==> config.mk <==
export PLATFORM = sky130hd
export DESIGN_NAME = tac_timer_ctrl
export DESIGN_NICKNAME = d
export VERILOG_FILES = /design/src/design/tac_pkg.sv /design/src/design/tac_timer_ctrl.sv
export SDC_FILE = /design/constraint.sdc
export NUM_CORES = 1
export LEC_CHECK = 0
export ABC_AREA = 0
export BUFFER_PORTS_ARGS = -buffer_cell sky130_fd_sc_hd__buf_2
export CORE_ASPECT_RATIO = 0.9
export CORE_MARGIN = 1
export CORE_UTILIZATION = 65
export CTS_CLUSTER_SIZE = 14
export DETAILED_ROUTE_END_ITERATION = 12
export PLACE_DENSITY_LB_ADDON = 0.3
export RECOVER_POWER = 100
export SLEW_MARGIN = 25
export SYNTH_ARGS = -nofsm -noshare
export SYNTH_HDL_FRONTEND = slang
export SYNTH_SLANG_ARGS = --single-unit
export TNS_END_PERCENT = 10
==> constraint.sdc <==
create_clock -name core_clk -period 5.3 [get_ports core_clk]
set_clock_uncertainty 0.2 [all_clocks]
set_input_delay 0.265 -clock core_clk [delete_from_list [all_inputs] [get_ports core_clk]]
set_output_delay 0.265 -clock core_clk [all_outputs]
set_load 0.05 [all_outputs]
==> src/design/tac_pkg.sv <==
// Constants, field layout and bus carrier for the timer channel control block
package tac_pkg;
  localparam int ADDR_W = 12;
  localparam int DATA_W = 8;
  localparam int CNT_W = 16;
  // Register addresses
  localparam logic [11:0] ADDR_DATA_A_LO = 12'h02D;
  localparam logic [11:0] ADDR_DATA_A_HI = 12'h02E;
  localparam logic [11:0] ADDR_DATA_B_LO = 12'h02F;
  localparam logic [11:0] ADDR_DATA_B_HI = 12'h030;
  localparam logic [11:0] ADDR_MODE = 12'h031;
  localparam logic [11:0] ADDR_CONTROL = 12'h032;
  localparam logic [11:0] ADDR_STATUS = 12'h033;
  localparam logic [11:0] ADDR_CLOCK_GATE = 12'hF74;
  // Reset values
  localparam logic [7:0] RST_MODE = 8'h00;
  localparam logic [7:0] RST_CONTROL = 8'h00;
  localparam logic [7:0] RST_CLOCK_GATE = 8'h00;
  localparam logic [15:0] RST_DATA = 16'hFFFF;
  // Clock gate bits
  localparam int GATE_CHAN0 = 0;
  localparam int GATE_CHAN1 = 1;
  localparam int GATE_GRP01 = 4;
  localparam int GATE_GRP23 = 5;
  // Mode register fields
  localparam int MODE_DBE = 7;
  localparam int MODE_POL = 6;
  localparam int MODE_STYLE = 5;
  localparam int MODE_CK_HI = 4;
  localparam int MODE_CK_LO = 3;
  localparam int MODE_OP_HI = 2;
  localparam int MODE_OP_LO = 0;
  // Control register fields
  localparam int CTL_OVE = 7;
  localparam int CTL_TFF = 6;
  localparam int CTL_NC_HI = 5;
  localparam int CTL_NC_LO = 4;
  localparam int CTL_ACAP = 1;
  localparam int CTL_RUN = 0;
  localparam logic [7:0] CTL_READ_MASK = 8'hF3;
  localparam logic [7:0] CTL_LOCK_MASK = 8'hF0;
  // Status register fields
  localparam int STAT_OVF = 7;
  localparam int STAT_CPFA = 1;
  localparam int STAT_CPFB = 0;
  // Operating modes
  localparam logic [2:0] OP_TIMER0 = 3'h0;
  localparam logic [2:0] OP_TIMER1 = 3'h1;
  localparam logic [2:0] OP_EVENT = 3'h2;
  localparam logic [2:0] OP_PPG = 3'h3;
  localparam logic [2:0] OP_TRIG = 3'h4;
  localparam logic [2:0] OP_WINDOW = 3'h5;
  localparam logic [2:0] OP_PWM = 3'h6;
  // Source clock and filter sample shifts, low-frequency divide
  localparam int SHIFT_CK0 = 10;
  localparam int SHIFT_CK1 = 6;
  localparam int SHIFT_CK2 = 2;
  localparam int SHIFT_CK3 = 1;
  localparam int SHIFT_NC1 = 1;
  localparam int SHIFT_NC2 = 2;
  localparam int SHIFT_NC3 = 8;
  localparam int PSC_W = 11;
  localparam logic [2:0] LF_DIV8_LAST = 3'h7;

  typedef struct packed {
    logic [11:0] addr;
    logic [7:0] wdata;
    logic wr;
    logic rd;
  } tac_bus_s;
endpackage : tac_pkg

==> src/design/tac_timer_ctrl.sv <==
// Control, configuration and counting logic of one 16-bit timer channel
// What this block does
// - Channel set up by clock gate, mode, control and two 16-bit data registers.
// - Eight-bit clock-gate register, one enable per group, all zero after reset.
// - Double-buffer bit routes data writes through a shadow buffer when set.
// - Trigger polarity 0 rising/high, 1 falling/low on the timer input.
// - Pulse width measurement: style 0 double-edge, 1 single-edge capture.
// - External trigger: 0 start only, 1 active edge starts, opposite stops.
// - Source select gear/2^10,/2^6,/2^2,/2; code 00 low-freq/8 when selected.
// - Mode field selects timer, event, PPG, trigger, window, pulse width; 111 reserved.
// - Mode register writes ignored while running.
// - Overflow raises the interrupt only when overflow enable is set.
// - Preset, overflow enable and filter field writable only while stopped.
// - Filter 00 off; 01,10,11 sample at gear/2,/4,/256; slow 11 low-freq/2.
// - In slow modes filter codes 01 and 10 block the input entirely.
// - Auto capture works only in timer, event, trigger and window modes.
// - Run bit starts the counter; writing 0 stops and clears it.
// - Entering STOP clears the run bit and halts the timer.
// - Control register bits 3 and 2 read as zero.
// - Low-byte write held in temp; high-byte write commits 16 bits.
// - Status flags clear on status read; writes to status do nothing.
//
// The address-and-strobe port was left to the implementer.
module tac_timer_ctrl (
  // Clock and reset
  input wire logic core_clk,
  input wire logic sys_rst,
  // Register port
  input wire tac_pkg::tac_bus_s bus,
  output logic [tac_pkg::DATA_W-1:0] rdata,
  // Power mode controls
  input wire logic lowfreq_divider_sel,
  input wire logic slow_mode,
  input wire logic stop_entry,
  // Pins
  input wire logic low_freq_clock,
  input wire logic timer_in,
  output logic ppg_out,
  output logic timer_irq
);
  import tac_pkg::*;

  function automatic logic div_tick(input logic [PSC_W-1:0] p, input int sh);
    logic [PSC_W-1:0] m;
    m = PSC_W'((1 << sh) - 1);
    return (p & m) == m;
  endfunction

  function automatic logic [7:0] pick_byte(input logic [15:0] v, input logic hi);
    return hi ? v[15:8] : v[7:0];
  endfunction

  typedef enum logic [1:0] {PW_IDLE, PW_HIGH, PW_LOW} tac_pw_e;

  logic [7:0] gate_r, mode_r, ctl_r;
  logic [15:0] cnt_r, data_a_r, data_b_r, shadow_a_r, shadow_b_r;
  logic [7:0] temp_a_r, temp_b_r;
  logic ovf_r, cpfa_r, cpfb_r;
  logic [PSC_W-1:0] psc_r;
  logic [2:0] lf_div_r;
  logic lf_half_r;
  logic [1:0] lf_sync_r, in_sync_r;
  logic lf_last_r;
  logic filt_r, samp_r, act_last_r;
  logic armed_r;
  tac_pw_e pw_r;
  logic irq_nxt;

  logic clk_on, running, wr_mode, wr_ctl, rd_stat, pw_mode;
  logic [2:0] op;
  logic lf_edge, lf8_tick, src_tick, samp_tick, filt_on;
  logic active, act_rise, act_fall, cnt_en, match_a, match_b, ovf_evt;
  logic cap_a, cap_b, cnt_clear, acap_on, ppg_mode, oneshot_end;

  assign clk_on = gate_r[GATE_CHAN0];
  assign running = ctl_r[CTL_RUN];
  assign op = mode_r[MODE_OP_HI:MODE_OP_LO];
  assign pw_mode = (op == OP_PWM);
  assign ppg_mode = (op == OP_PPG);
  assign wr_mode = bus.wr && bus.addr == ADDR_MODE && clk_on && !running;
  assign wr_ctl = bus.wr && bus.addr == ADDR_CONTROL && clk_on;
  assign rd_stat = bus.rd && bus.addr == ADDR_STATUS;

  // Clock gate register, never itself gated
  always_ff @(posedge core_clk) begin
    if (sys_rst) begin
      gate_r <= RST_CLOCK_GATE;
    end else if (bus.wr && bus.addr == ADDR_CLOCK_GATE) begin
      gate_r <= bus.wdata;
    end
  end

  always_ff @(posedge core_clk) begin
    if (sys_rst) begin
      mode_r <= RST_MODE;
    end else if (wr_mode) begin
      mode_r <= bus.wdata;
    end
  end

  // Locked fields keep their value while running; run bit writable with the channel clock on, but stop entry wins
  always_ff @(posedge core_clk) begin
    if (sys_rst) begin
      ctl_r <= RST_CONTROL;
    end else if (stop_entry || (oneshot_end && !wr_ctl)) begin
      ctl_r[CTL_RUN] <= 1'b0;
    end else if (wr_ctl) begin
      if (running) begin
        ctl_r <= (ctl_r & CTL_LOCK_MASK) | (bus.wdata & ~CTL_LOCK_MASK);
      end else begin
        ctl_r <= bus.wdata;
      end
    end
  end

  // Pin synchronisers
  always_ff @(posedge core_clk) begin
    if (sys_rst) begin
      lf_sync_r <= 2'h0;
      in_sync_r <= 2'h0;
      lf_last_r <= 1'b0;
    end else begin
      lf_sync_r <= {lf_sync_r[0], low_freq_clock};
      in_sync_r <= {in_sync_r[0], timer_in};
      lf_last_r <= lf_sync_r[1];
    end
  end
  assign lf_edge = lf_sync_r[1] && !lf_last_r;

  // Prescalers run only while the channel clock is supplied
  always_ff @(posedge core_clk) begin
    if (sys_rst || !clk_on) begin
      psc_r <= '0;
      lf_div_r <= 3'h0;
      lf_half_r <= 1'b0;
    end else begin
      psc_r <= psc_r + PSC_W'(1);
      if (lf_edge) begin
        lf_div_r <= lf_div_r + 3'h1;
        lf_half_r <= !lf_half_r;
      end
    end
  end
  assign lf8_tick = lf_edge && lf_div_r == LF_DIV8_LAST;

  always_comb begin
    unique case (mode_r[MODE_CK_HI:MODE_CK_LO])
      2'h0: src_tick = (lowfreq_divider_sel || slow_mode) ? lf8_tick
                                                         : div_tick(psc_r, SHIFT_CK0);
      2'h1: src_tick = !slow_mode && div_tick(psc_r, SHIFT_CK1);
      2'h2: src_tick = !slow_mode && div_tick(psc_r, SHIFT_CK2);
      2'h3: src_tick = !slow_mode && div_tick(psc_r, SHIFT_CK3);
    endcase
  end

  // Filter: a level passes once two successive samples agree
  always_comb begin
    filt_on = 1'b1;
    unique case (ctl_r[CTL_NC_HI:CTL_NC_LO])
      2'h0: samp_tick = 1'b0;
      2'h1: begin
        samp_tick = div_tick(psc_r, SHIFT_NC1);
        filt_on = !slow_mode;
      end
      2'h2: begin
        samp_tick = div_tick(psc_r, SHIFT_NC2);
        filt_on = !slow_mode;
      end
      2'h3: samp_tick = slow_mode ? (lf_edge && lf_half_r) : div_tick(psc_r, SHIFT_NC3);
    endcase
  end

  always_ff @(posedge core_clk) begin
    if (sys_rst) begin
      filt_r <= 1'b0;
      samp_r <= 1'b0;
    end else if (ctl_r[CTL_NC_HI:CTL_NC_LO] == 2'h0) begin
      filt_r <= in_sync_r[1];
      samp_r <= in_sync_r[1];
    end else if (filt_on && samp_tick) begin
      samp_r <= in_sync_r[1];
      if (samp_r == in_sync_r[1]) begin
        filt_r <= samp_r;
      end
    end
  end

  // Blocked filter holds the last level so no edge reaches the counter
  assign active = filt_r ^ mode_r[MODE_POL];
  always_ff @(posedge core_clk) begin
    if (sys_rst) begin
      act_last_r <= 1'b0;
    end else begin
      act_last_r <= active;
    end
  end
  assign act_rise = active && !act_last_r;
  assign act_fall = !active && act_last_r;

  // External trigger arming
  always_ff @(posedge core_clk) begin
    if (sys_rst || !running || !clk_on) begin
      armed_r <= 1'b0;
    end else if (act_rise) begin
      armed_r <= 1'b1;
    end else if (mode_r[MODE_STYLE] && act_fall) begin
      armed_r <= 1'b0;
    end
  end

  // Pulse width phase
  always_ff @(posedge core_clk) begin
    if (sys_rst || !running || !clk_on || !pw_mode) begin
      pw_r <= PW_IDLE;
    end else begin
      unique case (pw_r)
        PW_IDLE: if (act_rise) pw_r <= PW_HIGH;
        PW_HIGH: if (act_fall && !mode_r[MODE_STYLE]) pw_r <= PW_LOW;
        PW_LOW: if (act_rise) pw_r <= PW_HIGH;
      endcase
    end
  end

  assign cap_a = pw_mode && pw_r == PW_HIGH && act_fall && !mode_r[MODE_STYLE];
  assign cap_b = pw_mode && pw_r != PW_IDLE && act_rise;

  always_comb begin
    cnt_en = 1'b0;
    unique case (op)
      OP_TIMER0, OP_TIMER1, OP_PPG: cnt_en = src_tick;
      OP_EVENT: cnt_en = act_rise;
      OP_TRIG: cnt_en = src_tick && (armed_r || act_rise);
      OP_WINDOW: cnt_en = src_tick && active;
      OP_PWM: cnt_en = src_tick && pw_r != PW_IDLE;
      default: cnt_en = 1'b0;
    endcase
    cnt_en = cnt_en && running && clk_on;
  end

  assign match_a = cnt_en && cnt_r == data_a_r && !pw_mode;
  assign match_b = cnt_en && ppg_mode && cnt_r == data_b_r;
  assign ovf_evt = cnt_en && cnt_r == 16'hFFFF && !(ppg_mode ? match_b : match_a);
  assign oneshot_end = match_b && ctl_r[CTL_ACAP];
  assign cnt_clear = ppg_mode ? match_b : (match_a || cap_b || (pw_mode && act_rise));
  assign acap_on = ctl_r[CTL_ACAP] && (op == OP_TIMER0 || op == OP_TIMER1 ||
                   op == OP_EVENT || op == OP_TRIG || op == OP_WINDOW);

  always_ff @(posedge core_clk) begin
    if (sys_rst || !running) begin
      cnt_r <= 16'h0000;
    end else if (op == OP_TRIG && mode_r[MODE_STYLE] && act_fall) begin
      cnt_r <= 16'h0000;
    end else if (cnt_clear) begin
      cnt_r <= 16'h0000;
    end else if (cnt_en) begin
      cnt_r <= cnt_r + 16'h0001;
    end
  end

  // Output flip-flop: preset while stopped, toggles on a single match A or B in every mode but pulse width
  always_ff @(posedge core_clk) begin
    if (sys_rst) begin
      ppg_out <= 1'b0;
    end else if (!running) begin
      ppg_out <= ctl_r[CTL_TFF];
    end else if (match_a != match_b) begin
      ppg_out <= !ppg_out;
    end
  end

  // Data registers; double buffer loads at counter clear or while stopped
  logic wr_data_ok;
  assign wr_data_ok = bus.wr && clk_on && !pw_mode;
  always_ff @(posedge core_clk) begin
    if (sys_rst) begin
      temp_a_r <= RST_DATA[7:0];
      temp_b_r <= RST_DATA[7:0];
      data_a_r <= RST_DATA;
      data_b_r <= RST_DATA;
      shadow_a_r <= RST_DATA;
      shadow_b_r <= RST_DATA;
    end else begin
      if (wr_data_ok && bus.addr == ADDR_DATA_A_LO) temp_a_r <= bus.wdata;
      if (wr_data_ok && bus.addr == ADDR_DATA_B_LO) temp_b_r <= bus.wdata;
      if (wr_data_ok && bus.addr == ADDR_DATA_A_HI) begin
        if (mode_r[MODE_DBE]) shadow_a_r <= {bus.wdata, temp_a_r};
        else data_a_r <= {bus.wdata, temp_a_r};
      end else if (cap_a) begin
        data_a_r <= cnt_r;
      end else if (mode_r[MODE_DBE] && (cnt_clear || !running)) begin
        data_a_r <= shadow_a_r;
      end
      if (wr_data_ok && bus.addr == ADDR_DATA_B_HI) begin
        if (mode_r[MODE_DBE]) shadow_b_r <= {bus.wdata, temp_b_r};
        else data_b_r <= {bus.wdata, temp_b_r};
      end else if (cap_b || (acap_on && running)) begin
        data_b_r <= cnt_r;
      end else if (mode_r[MODE_DBE] && (cnt_clear || !running)) begin
        data_b_r <= shadow_b_r;
      end
    end
  end

  // Status flags; a new event beats a clearing read
  always_ff @(posedge core_clk) begin
    if (sys_rst) begin
      ovf_r <= 1'b0;
      cpfa_r <= 1'b0;
      cpfb_r <= 1'b0;
    end else begin
      ovf_r <= ovf_evt || (ovf_r && !rd_stat);
      cpfa_r <= cap_a || (cpfa_r && !rd_stat);
      cpfb_r <= cap_b || (cpfb_r && !rd_stat);
    end
  end

  // Interrupt: a single-cycle request per event
  always_comb begin
    irq_nxt = (ovf_evt && ctl_r[CTL_OVE]) || match_a || match_b || cap_a || cap_b;
  end
  always_ff @(posedge core_clk) begin
    if (sys_rst) begin
      timer_irq <= 1'b0;
    end else begin
      timer_irq <= irq_nxt;
    end
  end

  // Read data one cycle after the strobe, zero otherwise
  always_ff @(posedge core_clk) begin
    if (sys_rst || !bus.rd) begin
      rdata <= 8'h00;
    end else begin
      unique case (bus.addr)
        ADDR_DATA_A_LO: rdata <= pick_byte(data_a_r, 1'b0);
        ADDR_DATA_A_HI: rdata <= pick_byte(data_a_r, 1'b1);
        ADDR_DATA_B_LO: rdata <= pick_byte(data_b_r, 1'b0);
        ADDR_DATA_B_HI: rdata <= pick_byte(data_b_r, 1'b1);
        ADDR_MODE: rdata <= mode_r;
        ADDR_CONTROL: rdata <= ctl_r & CTL_READ_MASK;
        ADDR_STATUS: rdata <= {ovf_r, 5'h00, cpfa_r, cpfb_r};
        ADDR_CLOCK_GATE: rdata <= gate_r;
        default: rdata <= 8'h00;
      endcase
    end
  end
endmodule // tac_timer_ctrl

---- Word-level counts from Yosys, hierarchy flattened ----
Index checks and enable logic that the tools add are counted.
operators by class
  add/subtract/negate cells ............... 3
  eq/ne operators ......................... 37
  multiplexer cells ....................... 30
  bitwise gates (word level) .............. 3
  reduce and logical (&&, ||, !) cells .... 111
operators by type and width
  cell                                                  count
  two-way mux 16 bit                                    8
  equality test 12 x 6 -> 1 bit, second input constant  7
  one-hot mux 8 bit (8 select lines)                    1
  logical AND 1 bit                                     52
  equality test 16 bit                                  2
  logical OR 1 bit                                      23
  adder 16 x 1 -> 16 bit, second input constant         1
  equality test 16 bit, second input constant           1
  zero test 1 bit                                       14
  two-way mux 1 bit                                     14
  AND reduction 2 bit                                   7
  equality test 12 bit, second input constant           1
  equality test 2 bit, second input constant            6
  equality test 3 bit, second input constant            4
  adder 11 x 1 -> 11 bit, second input constant         1
  equality test 10 bit, second input constant           1
  equality test 8 bit, second input constant            1
  two-way mux 8 bit                                     1
  OR 8 x 4 -> 8 bit                                     1
  one-hot mux 1 bit (4 select lines)                    2
  nonzero test 2 bit                                    4
  equality test 2 x 1 -> 1 bit, second input constant   3
  equality test 3 x 2 -> 1 bit, second input constant   2
  equality test 6 bit, second input constant            1
  16 further kinds                                      26
word-level totals
  flip-flop bits (word level) ............. 159
  output and inout port bits .............. 10
  word-level logic and storage cells ...... 212

---- Logic depth before layout (Yosys ltp) ----
Gate-level depths: netlist of run 1.
  depth in word-level cells ............... 19
  mapped depth ............................ 11

---- Least setup slack after synthesis of run 1 ----
No wires, ideal clock.
  path kind ............................... reg-to-reg
  from .................................... register psc_r[0]
  to ...................................... register data_b_r[0]
  library setup time ...................... 0.120 ns
  data arrival time ....................... 2.359 ns
  setup slack ............................. 2.622 ns
  stages on the path, launching flop included .. 10
  clock period less this slack ............ 2.678 ns
  path through ............................ dfxtp_1 > ha_1 > and4_4 > nand4_2 > or4_1 > nand4_2 > o211ai_2 > a21bo_2 > buf_6 > a211o_1
on the way
  longest elaborated chain between the ends .. 16
  elaborated cells on any way between the ends .. 25
ends and longest elaborated chain
  item                                          line                                                                 text
  start: declaration                            tac_timer_ctrl.sv:59                                                 logic [PSC_W-1:0] psc_r;
  start signal: assignment                      tac_timer_ctrl.sv:137                                                psc_r <= psc_r + PSC_W'(1);
  equality test 10 bit (tied with other cells)  tac_timer_ctrl.sv:46                                                 return (p & m) == m;
  two-way mux 1 bit (tied with other cells)     tac_timer_ctrl.sv:148                                                2'h0: src_tick = (lowfreq_divider_sel || slow_mode) ? lf8_tick
  one-hot mux 1 bit (4 select lines) (*)        tac_timer_ctrl.sv:147                                                unique case (mode_r[MODE_CK_HI:MODE_CK_LO])
  logical AND 1 bit, on equally long branches   tac_timer_ctrl.sv:234, tac_timer_ctrl.sv:232, tac_timer_ctrl.sv:233
  one-hot mux 1 bit (5 select lines) (*)        tac_timer_ctrl.sv:229                                                unique case (op)
  logical AND 1 bit (*) (2 in series)           tac_timer_ctrl.sv:237                                                cnt_en = cnt_en && running && clk_on;
  logical AND 1 bit (2 in series)               tac_timer_ctrl.sv:240                                                assign match_a = cnt_en && cnt_r == data_a_r && !pw_mode;
  logical OR 1 bit (2 in series)                tac_timer_ctrl.sv:244                                                assign cnt_clear = ppg_mode ? match_b : (match_a || cap_b || (pw_mode && act_rise));
  two-way mux 1 bit (*)                         tac_timer_ctrl.sv:244
  logical OR 1 bit (*)                          tac_timer_ctrl.sv:298                                                end else if (mode_r[MODE_DBE] && (cnt_clear || !running)) begin
  logical AND 1 bit (*)                         tac_timer_ctrl.sv:298
  nonzero test 3 bit (no source line) (*)       n/a
  AND reduction 2 bit (no source line) (*)      n/a
  end signal: assignment                        tac_timer_ctrl.sv:295                                                else data_b_r <= {bus.wdata, temp_b_r};
  end signal: assignment                        tac_timer_ctrl.sv:297                                                data_b_r <= cnt_r;
  end signal: assignment                        tac_timer_ctrl.sv:299                                                data_b_r <= shadow_b_r;
  end: declaration                              tac_timer_ctrl.sv:56                                                 logic [15:0] cnt_r, data_a_r, data_b_r, shadow_a_r, shadow_b_r;
Mark *: on every way between the ends. The rest lies on a longest branch, timed or not.
A chain may end at the register's enable or synchronous reset.

==> metrics.csv, run 1 <==
stage,metric,value,unit
run_status,status,"finished, violations left",
run_status,violations,"max-capacitance violations, max-slew violations",
finish,fillers,868,
finish,antennaDiodeCount,0,
sta,slew_headroom,-117,%
critical_path,crit_required,5.46,ns
finish,drive_gt1_share,10.5,%
route,totalWireLength,22300,um
synthesis,synth_nets,906,
placement,dp_slack,1.80,ns
sta,tightest_slew,3.26,ns
floorplanning,die-area,12400,sq um
finish,nNetsFinal,897,
cts,cts_root_buffer,clkbuf_16,
placement,io_buffer_count,38,
floorplanning,core_area,11600,sq um
synthesis,yosysTopAreaCell,dfxtp_1,
sta,rsz0062_at_grt,no,
cts,tritoncts,yes,
cts,insertion_delay,0.44,ns
synthesis,synth_cell_type_count,64,
synthesis,syn_area_per_cell,8.98,sq um
sta,setup_tns,0,ns
placement,placed_cells,994,
synthesis,synth_edf_count,0,
cts,htree_levels,4,
power,vdd_drop_max,0.256,mV
route,avgViaCountPerCell,6.55,
placement,dp_hpwl,15000,um
floorplanning,die_w,117,um
floorplanning,die_y,106,um
sta,period_needed,3.94,ns
route,drtAntennaViolNets,0,
job,max_cap_violations,1,
route,routedWlPerCell,21.7,um
hold_path,holdCritPathClass,input pin to register,
synthesis,syn_inst,869,
sta,hold_violations,0,
critical_path,crit_path_end_kind,register,
grt,grt_usage,36.6,%
route,firstDrtPassIters,6,
synthesis,async_flop_share,0,%
finish,area_growth,8.98,%
critical_path,crit_path_start_kind,input pin,
cts,cts_buffers,17,
sta,finalCritPeriodShare,74.4,%
sta,setup_viol,0,
sta,finalMaxSlewViolations,78,
synthesis,yosys_warnings,0,
floorplanning,row_count,37,
floorplanning,start_util,67.4,%
finish,fin_util,73.5,%
route,vias,6743,
synthesis,ys_seq_area_share,40.0,%
synthesis,synth_flop_cell,dfxtp_1,
grt,grt_pass1_vias,6286,
power,leakagePower,3.27,nW
synthesis,synth.ff_latch_count,156,
floorplanning,boundaryPins,39,
power,p_per_area,293,nW/um^2
sta,timing.fmax,254,MHz
finish,fin_cells,1029,
synthesis,synth_area_leaders,"dfxtp_1, mux2i_1, nor2_1",
route,drc,0,
sta,worst_slack,1.36,ns
placement,gp_congestion,0.939,
synthesis,yosys.area.top_type_share,40.0,%
grt,antenna_found_initial,0,
grt,overflow,0,
grt,grt_start_max_net_pins,78,
sta,hold_ws,0.0370,ns
cts,clockBufferDepth,2,
critical_path,crit_arrival,4.10,ns
route,drt_iter0_drc,770,
critical_path,critical_path_class,input pin to register,
cts,path_clk_slew,0.06,ns
synthesis,syn-cell-area,7800,sq um
critical_path,critical_path.max_fanout,77,
grt,grt_pass1_wl,34500,um
cts,cts_sinks,156,
==> cells in the final DEF (no fill, tap or decap), types with 4 or more instances in the layout <==
cell type / netlist / layout
and4_1: 3 / 4
ha_1: 8 / 8
dfxtp_1: 156 / 156
nand2_1: 64 / 64
nor3_1: 11 / 11
a22oi_1: 9 / 9
nor2_1: 114 / 114
mux2_2: 6 / 6
clkinv_2: 0 / 4
a211oi_1: 31 / 31
a211o_1: 48 / 48
nor2b_1: 25 / 25
o21ai_0: 7 / 7
xor2_1: 38 / 38
and3_1: 25 / 25
nand3_1: 32 / 32
clkbuf_1: 50 / 12
mux2i_1: 67 / 67
inv_1: 7 / 7
buf_2: 17 / 27
a222oi_1: 7 / 7
clkbuf_16: 0 / 17
xnor2_1: 22 / 22
nand3b_1: 20 / 20
buf_4: 3 / 8
a21oi_1: 18 / 18
nor4_1: 5 / 5
nand4_1: 6 / 7
a31oi_1: 12 / 11
==> timing repair <==
item / 4_1_cts / 5_1_grt
hold buffers: 3 / 0
resized for setup: 0 / 0
buffers inserted: 0 / 0
endpoints found under the hold margin: 3 / 0
==> through the flow <==
step	area, sq um	total power, mW
floorplan	7800	1.24
global placement	7900	1.26
detailed placement	7900	1.26
CTS	8530	2.50
global route	8500	2.55
finish	8500	2.49
==> cell families after synthesis <==
group,Yosys count,share of synthesized area (%)
fa+ha+maj,9,1.43
mux,73,9.46
compound gates,152,15.1
simple gates,334,22.1
buf+inv,85,5.10
flops,156,40.0
xor+xnor,60,6.74
==> per-layer routing <==
metal | track usage [%] | vias to the layer above | wire [um]
li1 | - | 3066 | -
met3 | 8.85 | 61 | 2140
met1 | 48.7 | 3248 | 9390
met2 | 55.7 | 368 | 9990
met5 | 0 | - | 0
met4 | 18.6 | 0 | 791
==> path summary, 6_finish.rpt <==
path / startpoint / to / slack [ns] / cells past startpoint
hold / removal: bus[4] / gate_r[2] / 0.04 / 3
setup reg to reg: mode_r[0] / data_b_r[2] / 1.63 / 9
hold reg to reg: in_sync_r[0] / in_sync_r[1] / 0.25 / 1
setup / recovery: sys_rst / data_a_r[3] / 1.36 / 4
==> where the power goes <==
group | internal, mW | switching [mW]
sequential | 1.17 | 0.00111
combinational | 0.0179 | 0.0484
clock | 0.741 | 0.510
total | 1.93 | 0.560
==> registers in the layout (all words and copies together), names as in the netlist, 2 cells and up <==
register	flops
cnt_r	16
ctl_r	6
data_a_r	16
data_b_r	16
gate_r	8
in_sync_r	2
lf_div_r	3
lf_sync_r	2
mode_r	8
psc_r	10
pw_r	2
rdata	8
shadow_a_r	16
shadow_b_r	16
temp_a_r	8
temp_b_r	8
==> critical path, cell delays in order <==
cell	delay [ns]
clkbuf_1	2.27
clkbuf_2	1.21
a211oi_1	0.14
mux2i_1	0.17
==> cell usage after synthesis (3+ instances only) <==
master	n
a211o_1	48
nand4_1	6
ha_1	8
xor2_1	38
nand3b_1	20
and4_1	3
nor2_1	114
buf_4	3
mux2i_1	67
nor4_2	3
inv_1	7
and2_1	4
clkbuf_1	50
nand3_1	32
nand2_1	64
o21ai_0	7
nor3_1	11
a211oi_1	31
mux2_2	6
a31oi_1	12
buf_6	4
a222oi_1	7
xnor2_1	22
and3_1	25
nor2b_1	25
a211oi_2	3
buf_1	3
nor4_1	5
dfxtp_1	156
buf_2	17
a21oi_1	18
a22oi_1	9
==> area by class of cell <==
class	instances	area, sq um	area share, %
clock inverter	14	168	1.97
tap	156	195	2.30
clock buffer	18	429	5.05
multi-input combinational	628	4290	50.5
inverter	7	26.3	0.309
timing repair buffer	50	272	3.19
sequential	156	3120	36.7
Power figures use the tool's default switching activity.
==> run 2, diff against run 1 <==
- ABC_AREA: 0 -> 1
- CORE_UTILIZATION: 65 -> 56
- clock period: 5.3 -> 3.2 ns (I/O delays scaled with it)
==> metrics.csv, run 2 <==
stage,metric,value,unit
placement,dp_slack,0.515,ns
grt,overflow,0,
sta,worst_slack,0.351,ns
synthesis,synth.ff_latch_count,156,
cts,insertion_delay,0.43,ns
synthesis,synth_flop_cell,dfxtp_1,
finish,multi_input_area,4120,sq um
finish,final_common_cell,nand2_1,
floorplanning,die-area,14700,sq um
sta,hold_violations,0,
critical_path,crit_path_end_kind,register,
synthesis,synth_cell_type_count,51,
cts,cts_sinks,156,
critical_path,reg2reg_to,data_a_r[0],
power,switchingPower,0.960,mW
route,drc,0,
synthesis,syn_inst,1130,
finish,nNetsFinal,1199,
placement,dp_hpwl,17700,um
synthesis,synth_nets,1167,
critical_path,crit_path_start_kind,register,
finish,drive_gt1_share,8.85,%
job,max_cap_violations,0,
sta,tightest_slew,1.11,ns
synthesis,async_flop_share,0,%
synthesis,ys_top_cells_by_count,"nand2_1, dfxtp_1, inv_1, nand3_1, o21ai_0",
synthesis,synth_edf_count,0,
grt,grt_start_max_net_pins,104,
cts,cts_buffers,17,
cts,cts_root_buffer,clkbuf_16,
floorplanning,row_count,41,
grt,grt_usage,34.5,%
critical_path,worst_r2r_path_depth,16,
sta,setup_viol,0,
floorplanning,start_util,57.2,%
synthesis,syn-cell-area,7990,sq um
floorplanning,core_area,14000,sq um
floorplanning,die_w,128,um
hold_path,holdCritPathClass,input pin to register,
sta,slew_headroom,26.1,%
hold_path,min_path_cells,3,
route,routedWlPerCell,18.1,um
hold_path,min-delay-start,bus[4],
cts,tritoncts,yes,
cts,post-cts-setup-buffers,0,
synthesis,yosys.area.top_type_share,39.1,%
power,vdd_drop_max,0.362,mV
grt,antenna_found_initial,0,
critical_path,reg2reg_slack,0.35,ns
critical_path,critical_path.max_fanout,17,
sta,finalCritPeriodShare,89.0,%
placement,io_buffer_count,38,
run_status,status,completed,
route,drtAntennaViolNets,0,
floorplanning,boundaryPins,39,
synthesis,yosysTopAreaCell,dfxtp_1,
critical_path,critical_path_class,register to register,
route,vias,7939,
critical_path,crit_required,3.25,ns
placement,gp_congestion,1.07,
hold_path,hold_end,mode_r[2],
sta,finalMaxSlewViolations,0,
placement,dpl_cell_area,8290,sq um
sta,period_needed,2.85,ns
power,p_sw_share,22.0,%
power,p_int,3.41,mW
grt,grt_pass1_vias,7083,
power,power_frac_seq,44.6,%
finish,fillers,1245,
synthesis,ys_seq_area_share,39.1,%
finish,area_growth,13.4,%
route,avgViaCountPerCell,5.80,
finish,fin_util,64.9,%
critical_path,r2r-start,psc_r[0],
sta,setup_tns,0,ns
synthesis,yosysMostFrequentCell,nand2_1,
route,drt_iter0_drc,1091,
finish,layout_common_cells,"nand2_1, dfxtp_1, inv_1, nand3_1, o21ai_0",
sta,rsz0062_at_grt,no,
finish,antennaDiodeCount,0,
grt,grt_pass1_wl,38300,um
power,p_per_area,483,nW/um^2
cts,cts_resized,0,
finish,seq_area,3120,sq um
cts,path_clk_slew,0.07,ns
power,leakagePower,4.18,nW
synthesis,yosys_warnings,0,
route,firstDrtPassIters,5,
power,total_power,4.37,mW
sta,timing.fmax,351,MHz
cts,htree_levels,4,
finish,final_area,9050,sq um
synthesis,syn_area_per_cell,7.07,sq um
route,totalWireLength,24700,um
power,clkPwrFrac,52.9,%
cts,clockBufferDepth,2,
floorplanning,die_y,115,um
synthesis,synth_area_leaders,"dfxtp_1, nand2_1, nand3_1",
power,comb_power_share,2.6,%
critical_path,crit_arrival,2.90,ns
-- run 2: final cells by class --
type / instances / area share, %
sequential: 156 / 34.5
clock buffer: 18 / 4.85
inverter: 134 / 5.56
tap: 193 / 2.67
clock inverter: 14 / 2.56
multi-input combinational: 790 / 45.5
timing repair buffer: 63 / 4.34
-- run 2: metrics by stage --
step	instances	hold slack, ns
after global placement	1322	0.162
after global routing	1368	0.0169
final	1368	0.0176
after floorplan	1130	0.0291
after detailed placement	1322	0.169
after CTS	1368	0.00679
-- run 2: logic make-up after synthesis --
| family | Yosys count | share of synthesized area (%) |
|---|---|---|
| compound gates | 243 | 18.2 |
| xor+xnor | 27 | 2.96 |
| fa+ha+maj | 8 | 1.25 |
| buf+inv | 184 | 9.23 |
| flops | 156 | 39.1 |
| mux | 1 | 0.125 |
| simple gates | 511 | 29.1 |
-- run 2: critical path, stage by stage (launching register included) --
cell	delay, ns
dfxtp_1	0.41
ha_1	0.27
nand2_1	0.11
nor2_2	0.15
nand2_1	0.13
o21bai_1	0.14
nand2_1	0.06
nand2_1	0.09
nand2_1	0.07
nand2_2	0.13
nand4_2	0.11
nand3_1	0.16
nand2_4	0.09
nand2_4	0.18
nand2_4	0.15
nand2_1	0.12
nand3_1	0.08
-- run 2: worst max-delay path by stage --
stage,startpoint,end,cells after the start
floorplan,psc_r[0],data_b_r[12],17
global placement,psc_r[0],timer_irq,15
detailed placement,psc_r[0],timer_irq,15
CTS,psc_r[0],timer_irq,15
global route,psc_r[0],data_b_r[1],16
finish,psc_r[0],data_a_r[0],16
-- run 2: power by group through the flow --
stage / clock network, mW / logic [mW] / registers, mW
final: 2.31 / 0.112 / 1.95
after global placement: 0 / 0.0980 / 1.99
after CTS: 2.31 / 0.111 / 1.95
after floorplan: 0 / 0.0519 / 1.99
after global routing: 2.40 / 0.122 / 1.95
after detailed placement: 0 / 0.0987 / 1.99
-- run 2: metal layers --
| layer | vias to the layer above | GRT usage (%) | part of all wire (%) |
|---|---|---|---|
| met5 | - | 0 | 0 |
| met4 | 0 | 12.7 | 3.1 |
| met3 | 57 | 7.12 | 10 |
| met2 | 393 | 52.2 | 42 |
| met1 | 3636 | 48.5 | 44 |
| li1 | 3853 | - | - |
-- run 2: timing repair --
item | in CTS | in global routing
setup endpoints to repair | 0 | 0
hold buffers | 14 | 0
hold endpoints to repair | 21 | 0
